`src/ipas_pkg.sv`:
```
// Purpose: shared constants and types for the interrupt acceptance and entry sequencer
// Assumes: 32-bit AXI4-Lite register bus, one 50 MHz clock, synchronous active-low reset
// Notes: every offset, the flag and source field positions and the flag and level reset values used by the design files are named here
package ipas_pkg;

	// sizes
	localparam int NUM_SRC = 8;
	localparam int SRC_W = 3;
	localparam int LVL_W = 3;
	localparam int FLG_W = 8;
	localparam int TMP_W = LVL_W + FLG_W;
	localparam int PC_W = 20;
	localparam int NUM_W = 6;
	localparam int ADDR_W = 8;
	localparam int DATA_W = 32;
	localparam int STRB_W = 4;

	// priority levels: 000 is level 0 (never taken), 111 is level 7
	localparam logic [LVL_W-1:0] LVL_OFF = 3'h0;
	localparam logic [LVL_W-1:0] LVL_RST = 3'h0;

	// flag register bit positions and reset value
	localparam int FLG_I = 0;
	localparam int FLG_D = 1;
	localparam int FLG_U = 2;
	localparam logic [FLG_W-1:0] FLG_RST = 8'h00;

	// source control word: level in the low bits, request bit above it
	localparam int SRC_REQ_BIT = 3;
	localparam int SRC_CTL_W = 4;

	// software interrupt numbers that keep the stack select flag
	localparam logic [NUM_W-1:0] SW_KEEP_LO = 6'h20;
	localparam logic [NUM_W-1:0] SW_KEEP_HI = 6'h3f;
	// interrupt number of source 0; later sources follow in order
	localparam logic [NUM_W-1:0] SRC_NUM_BASE = 6'h08;

	// register map (byte addresses)
	localparam logic [ADDR_W-1:0] OFF_FLAG = 8'h00;
	localparam logic [ADDR_W-1:0] OFF_LEVEL = 8'h04;
	localparam logic [ADDR_W-1:0] OFF_STAT = 8'h08;
	localparam logic [ADDR_W-1:0] ADDR_ALIGN = 8'h03;
	localparam int SRC_PAGE_LO = 5;
	localparam int SRC_IDX_LO = 2;
	localparam logic [ADDR_W-SRC_PAGE_LO-1:0] SRC_PAGE = 3'h1;

	// bus responses
	localparam logic [1:0] RESP_OKAY = 2'h0;
	localparam logic [1:0] RESP_SLVERR = 2'h2;

	// entry sequence states, one-hot
	typedef enum logic [7:0] {
		ST_IDLE = 8'h01,
		ST_FETCH = 8'h02,
		ST_SAVE = 8'h04,
		ST_CLRF = 8'h08,
		ST_PUSHF = 8'h10,
		ST_PUSHPC = 8'h20,
		ST_SETLVL = 8'h40,
		ST_RESUME = 8'h80
	} ipas_state_t;

endpackage : ipas_pkg

```
`src/ipas_src_slot.sv`:
```
// Purpose: one peripheral source: its level select field, its request bit and its eligibility
// Assumes: setReq is a one-cycle pulse from the peripheral; wrEn comes from the bus decoder
// Notes: software can only clear the request bit; a write of one to it is dropped
`timescale 1ns/1ns
module ipas_src_slot
	import ipas_pkg::*;
(
	input wire logic clk, // bus clock
	input wire logic rstn, // synchronous reset, active low
	input wire logic wrEn, // software write of the control word
	input wire logic [SRC_CTL_W-1:0] wrData, // {request, level}
	input wire logic setReq, // peripheral asks for service
	input wire logic clrReq, // entry sequence took this source
	input wire logic [LVL_W-1:0] processor_priority_level, // processor priority level
	input wire logic iFlag, // global enable flag
	output logic [LVL_W-1:0] level, // programmed level
	output logic req, // request bit
	output logic eligible // may be accepted now
);

	typedef struct packed {
		logic [LVL_W-1:0] lvl;
		logic req;
	} ipas_slot_t;

	ipas_slot_t s_q;
	ipas_slot_t s_d;

	// request set wins over any clear in the same cycle, so a request is never lost
	always_comb begin
		s_d = s_q;
		if (wrEn) begin
			s_d.lvl = wrData[LVL_W-1:0];
		end
		if (setReq) begin
			s_d.req = 1'b1;
		end else if (clrReq || (wrEn && !wrData[SRC_REQ_BIT])) begin
			s_d.req = 1'b0;
		end
	end

	always_ff @(posedge clk) begin
		if (!rstn) begin
			s_q.lvl <= LVL_RST;
			s_q.req <= 1'b0;
		end else begin
			s_q <= s_d;
		end
	end

	assign level = s_q.lvl;
	assign req = s_q.req;
	// level 0 never qualifies; ipl 7 blocks all because no level exceeds it
	assign eligible = iFlag && s_q.req && (s_q.lvl != LVL_OFF) && (s_q.lvl > processor_priority_level);

endmodule : ipas_src_slot

```
`src/ipas_pick.sv`:
```
// Purpose: choose the eligible source with the highest level
// Assumes: eligibility already folds in enable, request and level compare
// Notes: on equal levels the lowest index wins, a fixed tie order
`timescale 1ns/1ns
module ipas_pick
	import ipas_pkg::*;
(
	input wire logic [NUM_SRC-1:0] elig, // per-source eligibility
	input wire logic [NUM_SRC-1:0][LVL_W-1:0] lvl, // per-source level
	output logic hit, // some source is eligible
	output logic [SRC_W-1:0] winIdx, // winning source
	output logic [LVL_W-1:0] winLvl // its level
);

	// strict compare keeps the earlier index on a tie
	always_comb begin
		hit = 1'b0;
		winIdx = '0;
		winLvl = LVL_OFF;
		for (int i = 0; i < NUM_SRC; i++) begin
			if (elig[i] && (!hit || lvl[i] > winLvl)) begin
				hit = 1'b1;
				winIdx = SRC_W'(i);
				winLvl = lvl[i];
			end
		end
	end

endmodule : ipas_pick

```
`src/ipas_accept_seq.sv`:
```
// Purpose: maskable interrupt acceptance and the fixed entry sequence of the CPU
// Assumes: instrDone pulses as an instruction completes; strInstr is high during a string or
//          multiply-accumulate instruction that may be cut short; pcIn is valid when accepting
// Notes: registers sit on AXI4-Lite; the temporary flag copy has no address at all
`timescale 1ns/1ns
module ipas_accept_seq
	import ipas_pkg::*;
(
	input wire logic clk, // 50 MHz bus clock
	input wire logic rstn, // synchronous reset, active low
	input wire logic [ADDR_W-1:0] s_axi_awaddr, // write address
	input wire logic s_axi_awvalid, // write address valid
	output logic s_axi_awready, // write address ready
	input wire logic [DATA_W-1:0] s_axi_wdata, // write data
	input wire logic [STRB_W-1:0] s_axi_wstrb, // byte enables
	input wire logic s_axi_wvalid, // write data valid
	output logic s_axi_wready, // write data ready
	output logic [1:0] s_axi_bresp, // write response
	output logic s_axi_bvalid, // write response valid
	input wire logic s_axi_bready, // write response ready
	input wire logic [ADDR_W-1:0] s_axi_araddr, // read address
	input wire logic s_axi_arvalid, // read address valid
	output logic s_axi_arready, // read address ready
	output logic [DATA_W-1:0] s_axi_rdata, // read data
	output logic [1:0] s_axi_rresp, // read response
	output logic s_axi_rvalid, // read data valid
	input wire logic s_axi_rready, // read data ready
	input wire logic [NUM_SRC-1:0] srcReq, // peripheral request pulses
	input wire logic instrDone, // current instruction completes
	input wire logic strInstr, // suspendable instruction in progress
	input wire logic swReq, // software interrupt instruction
	input wire logic [NUM_W-1:0] swNum, // its interrupt number
	input wire logic [PC_W-1:0] pcIn, // program counter to save
	output logic infoRd, // read of address zero for number and level
	output logic [NUM_W-1:0] intNum, // accepted interrupt number
	output logic [LVL_W-1:0] intLvl, // accepted interrupt level
	output logic suspendStrb, // running instruction is cut short
	output logic pushValid, // stack write this cycle
	output logic [PC_W-1:0] pushData, // stack word
	output logic resumeStrb, // fetch from handler start now
	output logic [LVL_W-1:0] procLevel, // processor priority level
	output logic [FLG_W-1:0] flagsOut // flag register
);

	typedef struct packed {
		ipas_state_t st;
		logic [FLG_W-1:0] flag_register;
		logic [LVL_W-1:0] processor_priority_level;
		logic [TMP_W-1:0] tmp;
		logic [SRC_W-1:0] accIdx;
		logic [LVL_W-1:0] accLvl;
		logic accSw;
		logic [NUM_W-1:0] accNum;
		logic [PC_W-1:0] accPc;
		logic infoRd;
		logic suspend;
		logic pushValid;
		logic [PC_W-1:0] pushData;
		logic resume;
		logic awHave;
		logic [ADDR_W-1:0] awAddr;
		logic wHave;
		logic [FLG_W-1:0] wData;
		logic wLow;
		logic awready;
		logic wready;
		logic bvalid;
		logic [1:0] bresp;
		logic arready;
		logic rvalid;
		logic [DATA_W-1:0] rdata;
		logic [1:0] rresp;
	} ipas_main_t;

	ipas_main_t s_q;
	ipas_main_t s_d;

	logic [NUM_SRC-1:0] slotWr;
	logic [NUM_SRC-1:0] clrReq;
	logic [NUM_SRC-1:0] slotReq;
	logic [NUM_SRC-1:0] slotElig;
	logic [NUM_SRC-1:0][LVL_W-1:0] slotLvl;
	logic winHit;
	logic [SRC_W-1:0] winIdx;
	logic [LVL_W-1:0] winLvl;
	logic [SRC_W-1:0] rdIdx;
	logic [SRC_W-1:0] wrIdx;
	logic keepU;

	// each source keeps its own request and level, apart from the flags and processor level
	for (genvar i = 0; i < NUM_SRC; i++) begin : g_src
		ipas_src_slot u_slot (
			.clk(clk),
			.rstn(rstn),
			.wrEn(slotWr[i]),
			.wrData(s_q.wData[SRC_CTL_W-1:0]),
			.setReq(srcReq[i]),
			.clrReq(clrReq[i]),
			.processor_priority_level(s_q.processor_priority_level),
			.iFlag(s_q.flag_register[FLG_I]),
			.level(slotLvl[i]),
			.req(slotReq[i]),
			.eligible(slotElig[i])
		);
	end

	ipas_pick u_pick (
		.elig(slotElig),
		.lvl(slotLvl),
		.hit(winHit),
		.winIdx(winIdx),
		.winLvl(winLvl)
	);

	assign rdIdx = s_axi_araddr[SRC_IDX_LO +: SRC_W];
	assign wrIdx = s_q.awAddr[SRC_IDX_LO +: SRC_W];
	assign keepU = s_q.accSw && (s_q.accNum >= SW_KEEP_LO) && (s_q.accNum <= SW_KEEP_HI);

	// bus slave first, then the sequencer; a hardware step overrides a software write
	// to the same flag in the same cycle, since the sequence must leave flags known
	always_comb begin
		s_d = s_q;
		slotWr = '0;
		clrReq = '0;
		s_d.infoRd = 1'b0;
		s_d.suspend = 1'b0;
		s_d.pushValid = 1'b0;
		s_d.resume = 1'b0;

		// write address and data are taken independently, in either order
		if (s_axi_awvalid && s_q.awready) begin
			s_d.awHave = 1'b1;
			s_d.awAddr = s_axi_awaddr;
		end
		if (s_axi_wvalid && s_q.wready) begin
			s_d.wHave = 1'b1;
			s_d.wData = s_axi_wdata[FLG_W-1:0];
			s_d.wLow = s_axi_wstrb[0];
		end
		if (s_q.bvalid && s_axi_bready) begin
			s_d.bvalid = 1'b0;
		end
		// all writable fields live in byte 0, so only that lane matters
		if (s_q.awHave && s_q.wHave && !s_q.bvalid) begin
			s_d.awHave = 1'b0;
			s_d.wHave = 1'b0;
			s_d.bvalid = 1'b1;
			s_d.bresp = RESP_OKAY;
			if ((s_q.awAddr & ADDR_ALIGN) != '0) begin
				s_d.bresp = RESP_SLVERR;
			end else if (s_q.awAddr == OFF_FLAG) begin
				if (s_q.wLow) begin
					s_d.flag_register = s_q.wData;
				end
			end else if (s_q.awAddr == OFF_LEVEL) begin
				if (s_q.wLow) begin
					s_d.processor_priority_level = s_q.wData[LVL_W-1:0];
				end
			end else if (s_q.awAddr == OFF_STAT) begin
				s_d.bresp = RESP_OKAY; // status is read only, write ignored
			end else if (s_q.awAddr[ADDR_W-1:SRC_PAGE_LO] == SRC_PAGE) begin
				slotWr[wrIdx] = s_q.wLow;
			end else begin
				s_d.bresp = RESP_SLVERR;
			end
		end
		s_d.awready = !s_d.awHave;
		s_d.wready = !s_d.wHave;

		// read: one outstanding; the temporary flag copy has no address
		if (s_axi_arvalid && s_q.arready) begin
			s_d.arready = 1'b0;
			s_d.rvalid = 1'b1;
			s_d.rresp = RESP_OKAY;
			s_d.rdata = '0;
			if ((s_axi_araddr & ADDR_ALIGN) != '0) begin
				s_d.rresp = RESP_SLVERR;
			end else if (s_axi_araddr == OFF_FLAG) begin
				s_d.rdata = DATA_W'(s_q.flag_register);
			end else if (s_axi_araddr == OFF_LEVEL) begin
				s_d.rdata = DATA_W'(s_q.processor_priority_level);
			end else if (s_axi_araddr == OFF_STAT) begin
				// busy, software entry, number, spare, level
				s_d.rdata = DATA_W'({s_q.st != ST_IDLE, s_q.accSw, s_q.accNum, 1'b0, s_q.accLvl});
			end else if (s_axi_araddr[ADDR_W-1:SRC_PAGE_LO] == SRC_PAGE) begin
				s_d.rdata = DATA_W'({slotReq[rdIdx], slotLvl[rdIdx]});
			end else begin
				s_d.rresp = RESP_SLVERR;
			end
		end else if (s_q.rvalid && s_axi_rready) begin
			s_d.rvalid = 1'b0;
			s_d.arready = 1'b1;
		end

		// entry sequence
		unique case (s_q.st)
			ST_IDLE: begin
				if (swReq) begin
					// software interrupts ignore enable and level
					s_d.accSw = 1'b1;
					s_d.accNum = swNum;
					s_d.accLvl = s_q.processor_priority_level;
					s_d.accPc = pcIn;
					s_d.infoRd = 1'b1;
					s_d.st = ST_FETCH;
				end else if (winHit && (instrDone || strInstr)) begin
					s_d.accSw = 1'b0;
					s_d.accIdx = winIdx;
					s_d.accLvl = winLvl;
					s_d.accNum = SRC_NUM_BASE + NUM_W'(winIdx);
					s_d.accPc = pcIn;
					s_d.suspend = strInstr && !instrDone;
					s_d.infoRd = 1'b1;
					s_d.st = ST_FETCH;
				end
			end
			ST_FETCH: begin
				clrReq[s_q.accIdx] = !s_q.accSw;
				s_d.st = ST_SAVE;
			end
			ST_SAVE: begin
				// internal copy only, never mapped on the bus
				s_d.tmp = {s_q.processor_priority_level, s_q.flag_register};
				s_d.st = ST_CLRF;
			end
			ST_CLRF: begin
				s_d.flag_register[FLG_I] = 1'b0;
				s_d.flag_register[FLG_D] = 1'b0;
				if (!keepU) begin
					s_d.flag_register[FLG_U] = 1'b0;
				end
				s_d.pushValid = 1'b1;
				s_d.pushData = {{(PC_W-TMP_W){1'b0}}, s_q.tmp};
				s_d.st = ST_PUSHF;
			end
			ST_PUSHF: begin
				s_d.pushValid = 1'b1;
				s_d.pushData = s_q.accPc;
				s_d.st = ST_PUSHPC;
			end
			ST_PUSHPC: begin
				s_d.st = ST_SETLVL;
			end
			ST_SETLVL: begin
				if (!s_q.accSw) begin
					s_d.processor_priority_level = s_q.accLvl;
				end
				s_d.resume = 1'b1;
				s_d.st = ST_RESUME;
			end
			ST_RESUME: begin
				s_d.st = ST_IDLE;
			end
			default: begin
				s_d.st = ST_IDLE;
			end
		endcase
	end

	// reset clears the global enable so nothing maskable is taken early
	always_ff @(posedge clk) begin
		if (!rstn) begin
			s_q <= '0;
			// the read channel must be open after reset, nothing else ever raises it first
			s_q.arready <= 1'b1;
			s_q.st <= ST_IDLE;
			s_q.flag_register <= FLG_RST;
			s_q.processor_priority_level <= LVL_RST;
		end else begin
			s_q <= s_d;
		end
	end

	assign s_axi_awready = s_q.awready;
	assign s_axi_wready = s_q.wready;
	assign s_axi_bresp = s_q.bresp;
	assign s_axi_bvalid = s_q.bvalid;
	assign s_axi_arready = s_q.arready;
	assign s_axi_rdata = s_q.rdata;
	assign s_axi_rresp = s_q.rresp;
	assign s_axi_rvalid = s_q.rvalid;
	assign infoRd = s_q.infoRd;
	assign intNum = s_q.accNum;
	assign intLvl = s_q.accLvl;
	assign suspendStrb = s_q.suspend;
	assign pushValid = s_q.pushValid;
	assign pushData = s_q.pushData;
	assign resumeStrb = s_q.resume;
	assign procLevel = s_q.processor_priority_level;
	assign flagsOut = s_q.flag_register;

	// helper views for the checks below
	logic iNow;
	logic uNow;
	logic [LVL_W-1:0] iplNow;
	logic [PC_W-1:0] tmpWord;
	assign iNow = s_q.flag_register[FLG_I];
	assign uNow = s_q.flag_register[FLG_U];
	assign iplNow = s_q.processor_priority_level;
	assign tmpWord = {{(PC_W-TMP_W){1'b0}}, s_q.tmp};
endmodule : ipas_accept_seq

```
`config.mk`:
```
export PLATFORM = sky130hd
export DESIGN_NAME = ipas_accept_seq
export DESIGN_NICKNAME = d
export VERILOG_FILES = /design/src/ipas_pkg.sv /design/src/ipas_src_slot.sv /design/src/ipas_pick.sv /design/src/ipas_accept_seq.sv
export SDC_FILE = /design/constraint.sdc
export NUM_CORES = 1
export LEC_CHECK = 0
export ABC_AREA = 1
export BUFFER_PORTS_ARGS = -buffer_cell sky130_fd_sc_hd__buf_2
export CORE_MARGIN = 3
export CORE_UTILIZATION = 50
export DETAILED_ROUTE_END_ITERATION = 10
export PLACE_DENSITY = 0.79
export RECOVER_POWER = 25
export SETUP_SLACK_MARGIN = 0.15
export SYNTH_ARGS = -nofsm -noshare
export SYNTH_HDL_FRONTEND = slang
export SYNTH_SLANG_ARGS = --single-unit
```
`constraint.sdc`:
```
create_clock -name clk -period 14.6 [get_ports clk]
set_input_delay 0 -clock clk [delete_from_list [all_inputs] [get_ports clk]]
set_output_delay 0 -clock clk [all_outputs]
set_load 0.02 [all_outputs]
```
* Yosys cells after proc, flatten, opt, wreduce, memory -nomap -nowiden *
Index checks and enable logic that the tools add are counted.

word-level totals
  output and inout bits = 85
  bits of input ports = 96
  register bits = 179

cells by class
  reductions and logical operators = 111
  muxes and demuxes = 95
  add/subtract/negate cells = 1
  equality and inequality tests = 15
  bitwise gates (word level) = 7
  $lt $le $gt $ge = 22

operators by type and width
  cell                  number
  $mux W8               9
  $mux W3               22
  $pmux W8 S7           1
  $logic_and A1 B1 Y1   52
  $mux W12              4
  $gt A3 B3 Y1          15
  $pmux W21 S2          1
  $mux W1               33
  $mux W32              1
  $mux W31              1
  $mux W2               14
  $eq A8 B3 Y1 const B  3
  $eq A8 B4 Y1 const B  3
  $reduce_bool A2 Y1    12
  $reduce_bool A3 Y1    8
  $and A8 B8 Y8         2
  $logic_not A8 Y1      2
  $logic_or A1 B1 Y1    16
  $reduce_bool A8 Y1    2
  $logic_not A1 Y1      13
  $lt A3 B4 Y1 const B  3
  $mux W6               2
  $mux W10              1
  $bmux W3 S3           1
  22 further kinds      30

* Longest topological paths before layout *
  depth after elaboration = 36
  depth in mapped cells = 70
  mapped depth without buffers = 70

* Hierarchy *
Synthesis repeated with hierarchy kept, for this count alone.

second synthesis, totals
  cells, all modules = 1315
  area, all modules = 8938.6 um^2

modules (own cells, without submodules)
  module           cells an instance  area each (um^2)  sequential area each (um^2)  instances
  ipas_accept_seq  830                5958.2            2502.4                       1
  ipas_src_slot    39                 251.5             80.1                         8
  ipas_pick        173                968.4             0.0                          1

* Worst setup path after synthesis *
OpenSTA, ideal clock, no wires.

  path type = register to register
  start point = register procLevel[2] (netlist name)
  end point = register s_q[115] in the netlist's numbering
  setup slack = 6.425 ns
  cell stages (with the launch flop) = 70
  buffers on the path = 0
  data arrival time = 8.055 ns
  library setup time = 0.120 ns
  cells stage by stage = dfxtp_1 -> inv_1 -> ha_1 -> nand3_1 -> nand3_1 -> nor2_1 -> nand2_1 -> ha_1 -> nand2_1 -> o21ai_0 -> nand2_1 -> nand2_1 -> nand2_1 -> nand2_1 -> nand2_1 -> ha_1 -> a21oi_1 -> o21ai_0 -> [34 not listed] -> o21ai_0 -> nand2_1 -> o21ai_0 -> nand2_1 -> inv_1 -> nand2_1 -> and2_1 -> ha_1 -> a21oi_1 -> o21ai_0 -> nand2_1 -> nand2_1 -> nand2_1 -> nand2_1 -> inv_1 -> nand2_1 -> o21ai_0 -> a21oi_1

between the ends
  longest elaborated chain between the ends = 33
  elaborated cells on any way between the ends = 67

RTL lines
  element                                           RTL line                source
  $gt A3 B3 Y1                                      ipas_src_slot.sv:54     assign eligible = iFlag && s_q.req && (s_q.lvl != LVL_OFF) && (s_q.lvl > processor_priority_level);
  $logic_and A1 B1 Y1                               ipas_src_slot.sv:54
  $mux W3 or $mux W1 (tied branches)                ipas_pick.sv:21         if (elig[i] && (!hit || lvl[i] > winLvl)) begin
  $gt A3 B3 Y1 or $logic_not A1 Y1 (tied branches)  ipas_pick.sv:21
  $logic_or A1 B1 Y1                                ipas_pick.sv:21
  $logic_and A1 B1 Y1                               ipas_pick.sv:21
  $mux W3 or $mux W1 (tied branches)                ipas_pick.sv:21
  $gt A3 B3 Y1 or $logic_not A1 Y1 (tied branches)  ipas_pick.sv:21
  [17 not listed]                                   -
  $logic_and A1 B1 Y1                               ipas_pick.sv:21
  $mux W3 or $mux W1 (tied branches)                ipas_pick.sv:21
  $gt A3 B3 Y1 or $logic_not A1 Y1 (tied branches)  ipas_pick.sv:21
  $logic_or A1 B1 Y1                                ipas_pick.sv:21
  $logic_and A1 B1 Y1                               ipas_pick.sv:21
  $mux W1                                           ipas_pick.sv:21
  $logic_and A1 B1 Y1                               ipas_accept_seq.sv:206  end else if (winHit && (instrDone || strInstr)) begin
  $reduce_and A3 Y1 (no line)                       -
  end, declared                                     ipas_accept_seq.sv:75   ipas_main_t s_q;

Several ways; a longest one is shown, not always the timed one.
A chain may end at the register's enable or synchronous reset.

* Worst setup path in the final report *
  start point = register procLevel[2] (netlist name)
  end point = register s_q, in the netlist intNum[0]

between the ends
  longest elaborated chain between the ends = 34
  elaborated cells on any way between the ends = 72

RTL lines
  element                                               RTL line
  $gt A3 B3 Y1                                          ipas_src_slot.sv:54
  $logic_and A1 B1 Y1                                   ipas_src_slot.sv:54
  $mux W3 or $mux W1 (tied branches)                    ipas_pick.sv:21
  $gt A3 B3 Y1 or $logic_not A1 Y1 (tied branches)      ipas_pick.sv:21
  $logic_or A1 B1 Y1                                    ipas_pick.sv:21
  $logic_and A1 B1 Y1                                   ipas_pick.sv:21
  $mux W3 or $mux W1 (tied branches)                    ipas_pick.sv:21
  $gt A3 B3 Y1 or $logic_not A1 Y1 (tied branches)      ipas_pick.sv:21
  [18 not listed]                                       -
  $mux W3 or $mux W1 (tied branches)                    ipas_pick.sv:21
  $gt A3 B3 Y1 or $logic_not A1 Y1 (tied branches)      ipas_pick.sv:21
  $logic_or A1 B1 Y1                                    ipas_pick.sv:21
  $logic_and A1 B1 Y1                                   ipas_pick.sv:21
  $mux W3 or $mux W1 (tied branches)                    ipas_pick.sv:21
  $add A4 B3 Y5 or $logic_and A1 B1 Y1 (tied branches)  ipas_accept_seq.sv:210, ipas_accept_seq.sv:206
  $mux W32 or $reduce_bool A2 Y1 (tied branches)        -
  $mux W31 or $reduce_and A2 Y1 (tied branches)         -

Several ways; a longest one is shown, not always the timed one. The select of a mux whose other input is x is not followed.

==> impl_metrics.toml <==
[status]
status = "complete, no violations"

[routing]
routed-wl-met2_um = 11120
dr_wl_met3_um = 2389
top_layer = "met4"
drcViolationCount = 0
wl_met1_um = 10050
wl_per_cell_um = 16.18
routed_wirelength_um = 24430
vias = 8253
drt-vias-per-instance = 5.466
ant_nets = 0
drt_pre_antenna_iters = 5
drtIter0Drc = 727

[power]
clockPowerShare_pct = 47.8
comb_power_share_pct = 9.2
pwr-share-seq_pct = 42.9
p_switching_uw = 258.4
leakage_uw = 0.004429
peakVddDrop_mv = 0.09064
p_sw_share_pct = 24.25
p_int_uw = 807.2
powerDensity_mw_per_mm2 = 107.6

[global_routing]
first_global_vias = 7625
grt_pass1_wl_um = 38220
grt-ovfl-total = 0
antenna_found_initial = 0
grt_max_degree = 102
grt_use_total_pct = 26.39

[sta]
max-slew-margin-rel_pct = 38.73
finalClockSkew_ps = 10.64
timing.final.crit_period_ps = 10220
timing.final.max_slew_violations = 0
finalSetupTns_ps = 0
fmax_mhz = 97.83
timing.final.ws_setup_ps = 4378
setup_viol = 0
hold_violations = 0
fin_hold_ws_ps = 69.67
rsz0062_at_grt = "false"
finalCritPeriodShare_pct = 70.01
worstMarginPinSlew_ps = 911.5

[setup_path]
arrival_ps = 10520
cp_slowest_cell = "dlygate4sd3_1"
required_ps = 14900
critPathCaptureType = "register"
cpMostUsedCell = "nand2_1"
startpoint_type = "register"
rrSetupSlack_ps = 4380
crit_family = "simple AND/OR/NAND/NOR gates"
reg2reg_from = "procLevel[2]"
r2r_end = "intNum[0]"
worstPathMaxFanout = 9
critPathKind = "register to register"
path_depth = 69
setup.worst_path.end = "intNum[0]"
critical_path.max_stage_delay_ps = 580
path_buf_inv = 6
worstRegToRegCells = 69
setup.worst_path.start = "procLevel[2]"

[logic_synthesis]
synth_seq_cells = 157
synth_seq_area_share_pct = 37.47
synth.distinct_cells = 42
async_flop_share_pct = 0
synthCells = 1155
ys_top_cells_by_count = "nand2_1 (179), dfxtp_1 (157), nor2_1 (129), inv_1 (125), o21ai_0 (110)"
synthTopCellsByArea = "dfxtp_1 (37%), nand2_1 (8.0%), buf_4 (7.0%)"
synth.top_cell.area_share_pct = 37.47
synth_edf_count = 0
yosysTopAreaCell = "dfxtp_1"
netlist_area_sq_mm = 0.008388
synth_ff_type = "dfxtp_1"
ys_warn_count = 0
yosysMostFrequentCell = "nand2_1"
synth_area_per_cell_sq_um = 7.262

[floorplan]
die_area_sq_mm = 0.01837
initial_core_util_pct = 51.86
die_w_um = 135.5
fp.coreArea_sq_mm = 0.01617
fp.dieH_um = 135.5
row_count = 46
ioPinCount = 181

[cells_and_area]
nets = 1422
antenna-diode-count = 0
stdcell_count = 1510
drive_gt1_share_pct = 10.66
area_growth_pct = 18.11

[cts]
clk_pin_slew_ps = 60
cts_buffer_depth = 2
h-tree-depth = 4
root_buffer = "clkbuf_16"
worstSkewPairLatency_ps = 430
tritoncts = "done"
cts_setup_buffers = 0
cts.sinks = 157
cts_buffers = 17

[placement]
placedCellCount = 1418
dp_slack_ps = 5063
port_buffers = 131
hpwl_um = 16740
routabilityCongestion = 0.9914

[worst_hold_path]
min_path_cells = 3
min-delay-start = "s_axi_awvalid"
holdCritPathClass = "input pin to register"

[job]
drv_cap = 0
-- tightest hold or removal path, cell delays in order --
cell     delay, ps
buf_2           70
nand2_1        190
a21oi_1        200
-- flip-flops by register name (all words and copies together), names as in the netlist, 3 cells and up --
| register | count |
|---|---|
| g_src.u_slot.req | 8 |
| g_src.u_slot.level | 24 |
| s_axi_rdata | 12 |
| procLevel | 3 |
| intNum | 6 |
| intLvl | 3 |
| flagsOut | 8 |
| pushData | 20 |
| s_q | 62 |
-- worst min path at each step --
stage,end,slack [ps]
after global routing,s_axi_rdata[10],90
after global placement,suspendStrb,180
after detailed placement,suspendStrb,190
final,s_q[54],70
after floorplan,suspendStrb,80
after CTS,s_q[54],60
-- kinds of logic after synthesis --
group	Yosys count	share of synthesized area, %
and+or+nand+nor	424	21.84
AOI/OAI and AO/OA	286	19.11
buffers and inverters	241	14.71
DFF	157	37.47
adders and majority gates	45	6.712
muxes	1	0.1193
other	1	0.04471
-- power by group through the flow --
stage	clock network, uW	registers [uW]	logic, uW
floorplan	0	463	66.6
global placement	0	466	81.6
detailed placement	0	466	83.3
CTS	511	457	96.8
global route	533	459	109
finish	510	458	98.3
-- metrics by stage --
step	power, uW	cell area, sq um	util (%)
after CTS	1064	9976	61.68
after floorplan	529.9	8467	-
after global placement	547.4	8696	53.77
after detailed placement	549.5	8696	53.77
after global routing	1101	9907	61.26
final	1066	9907	61.26
-- layer usage --
layer,vias to the layer above,global-route usage [%]
met3,64,6.984
met2,393,42.87
met5,-,0
li1,4030,-
met4,0,11.03
met1,3766,33.28
-- layout make-up --
type | instances | area (sq um)
Fill cell | 1464 | 6266
Clock inverter | 13 | 236.5
Clock buffer | 19 | 442.9
Sequential cell | 157 | 3143
Tap cell | 216 | 270.3
Timing Repair Buffer | 198 | 1240
Inverter | 129 | 484.2
Multi-Input combinational cell | 778 | 4090
-- cells in the final DEF (no fill, tap or decap), drive strengths merged, types with 8 or more instances in the layout --
cell	Yosys	routed
nand2	186	186
dfxtp	157	157
nor2	131	131
inv	128	129
o21ai	116	116
a21oi	110	110
buf	86	83
clkbuf	26	74
nand3	65	65
dlygate4sd3	0	60
ha	45	45
conb	1	22
a31oi	21	21
nor3	15	15
o211ai	11	11
and2	9	9
o221ai	9	9
nand4	8	8
a32o	8	8
-- repair_timing --
action | CTS | global route
hold buffers | 60 | 0
hold endpoints to repair | 57 | 0
resized for setup | 0 | 0
Note: power is estimated with default switching activity, not from simulation.
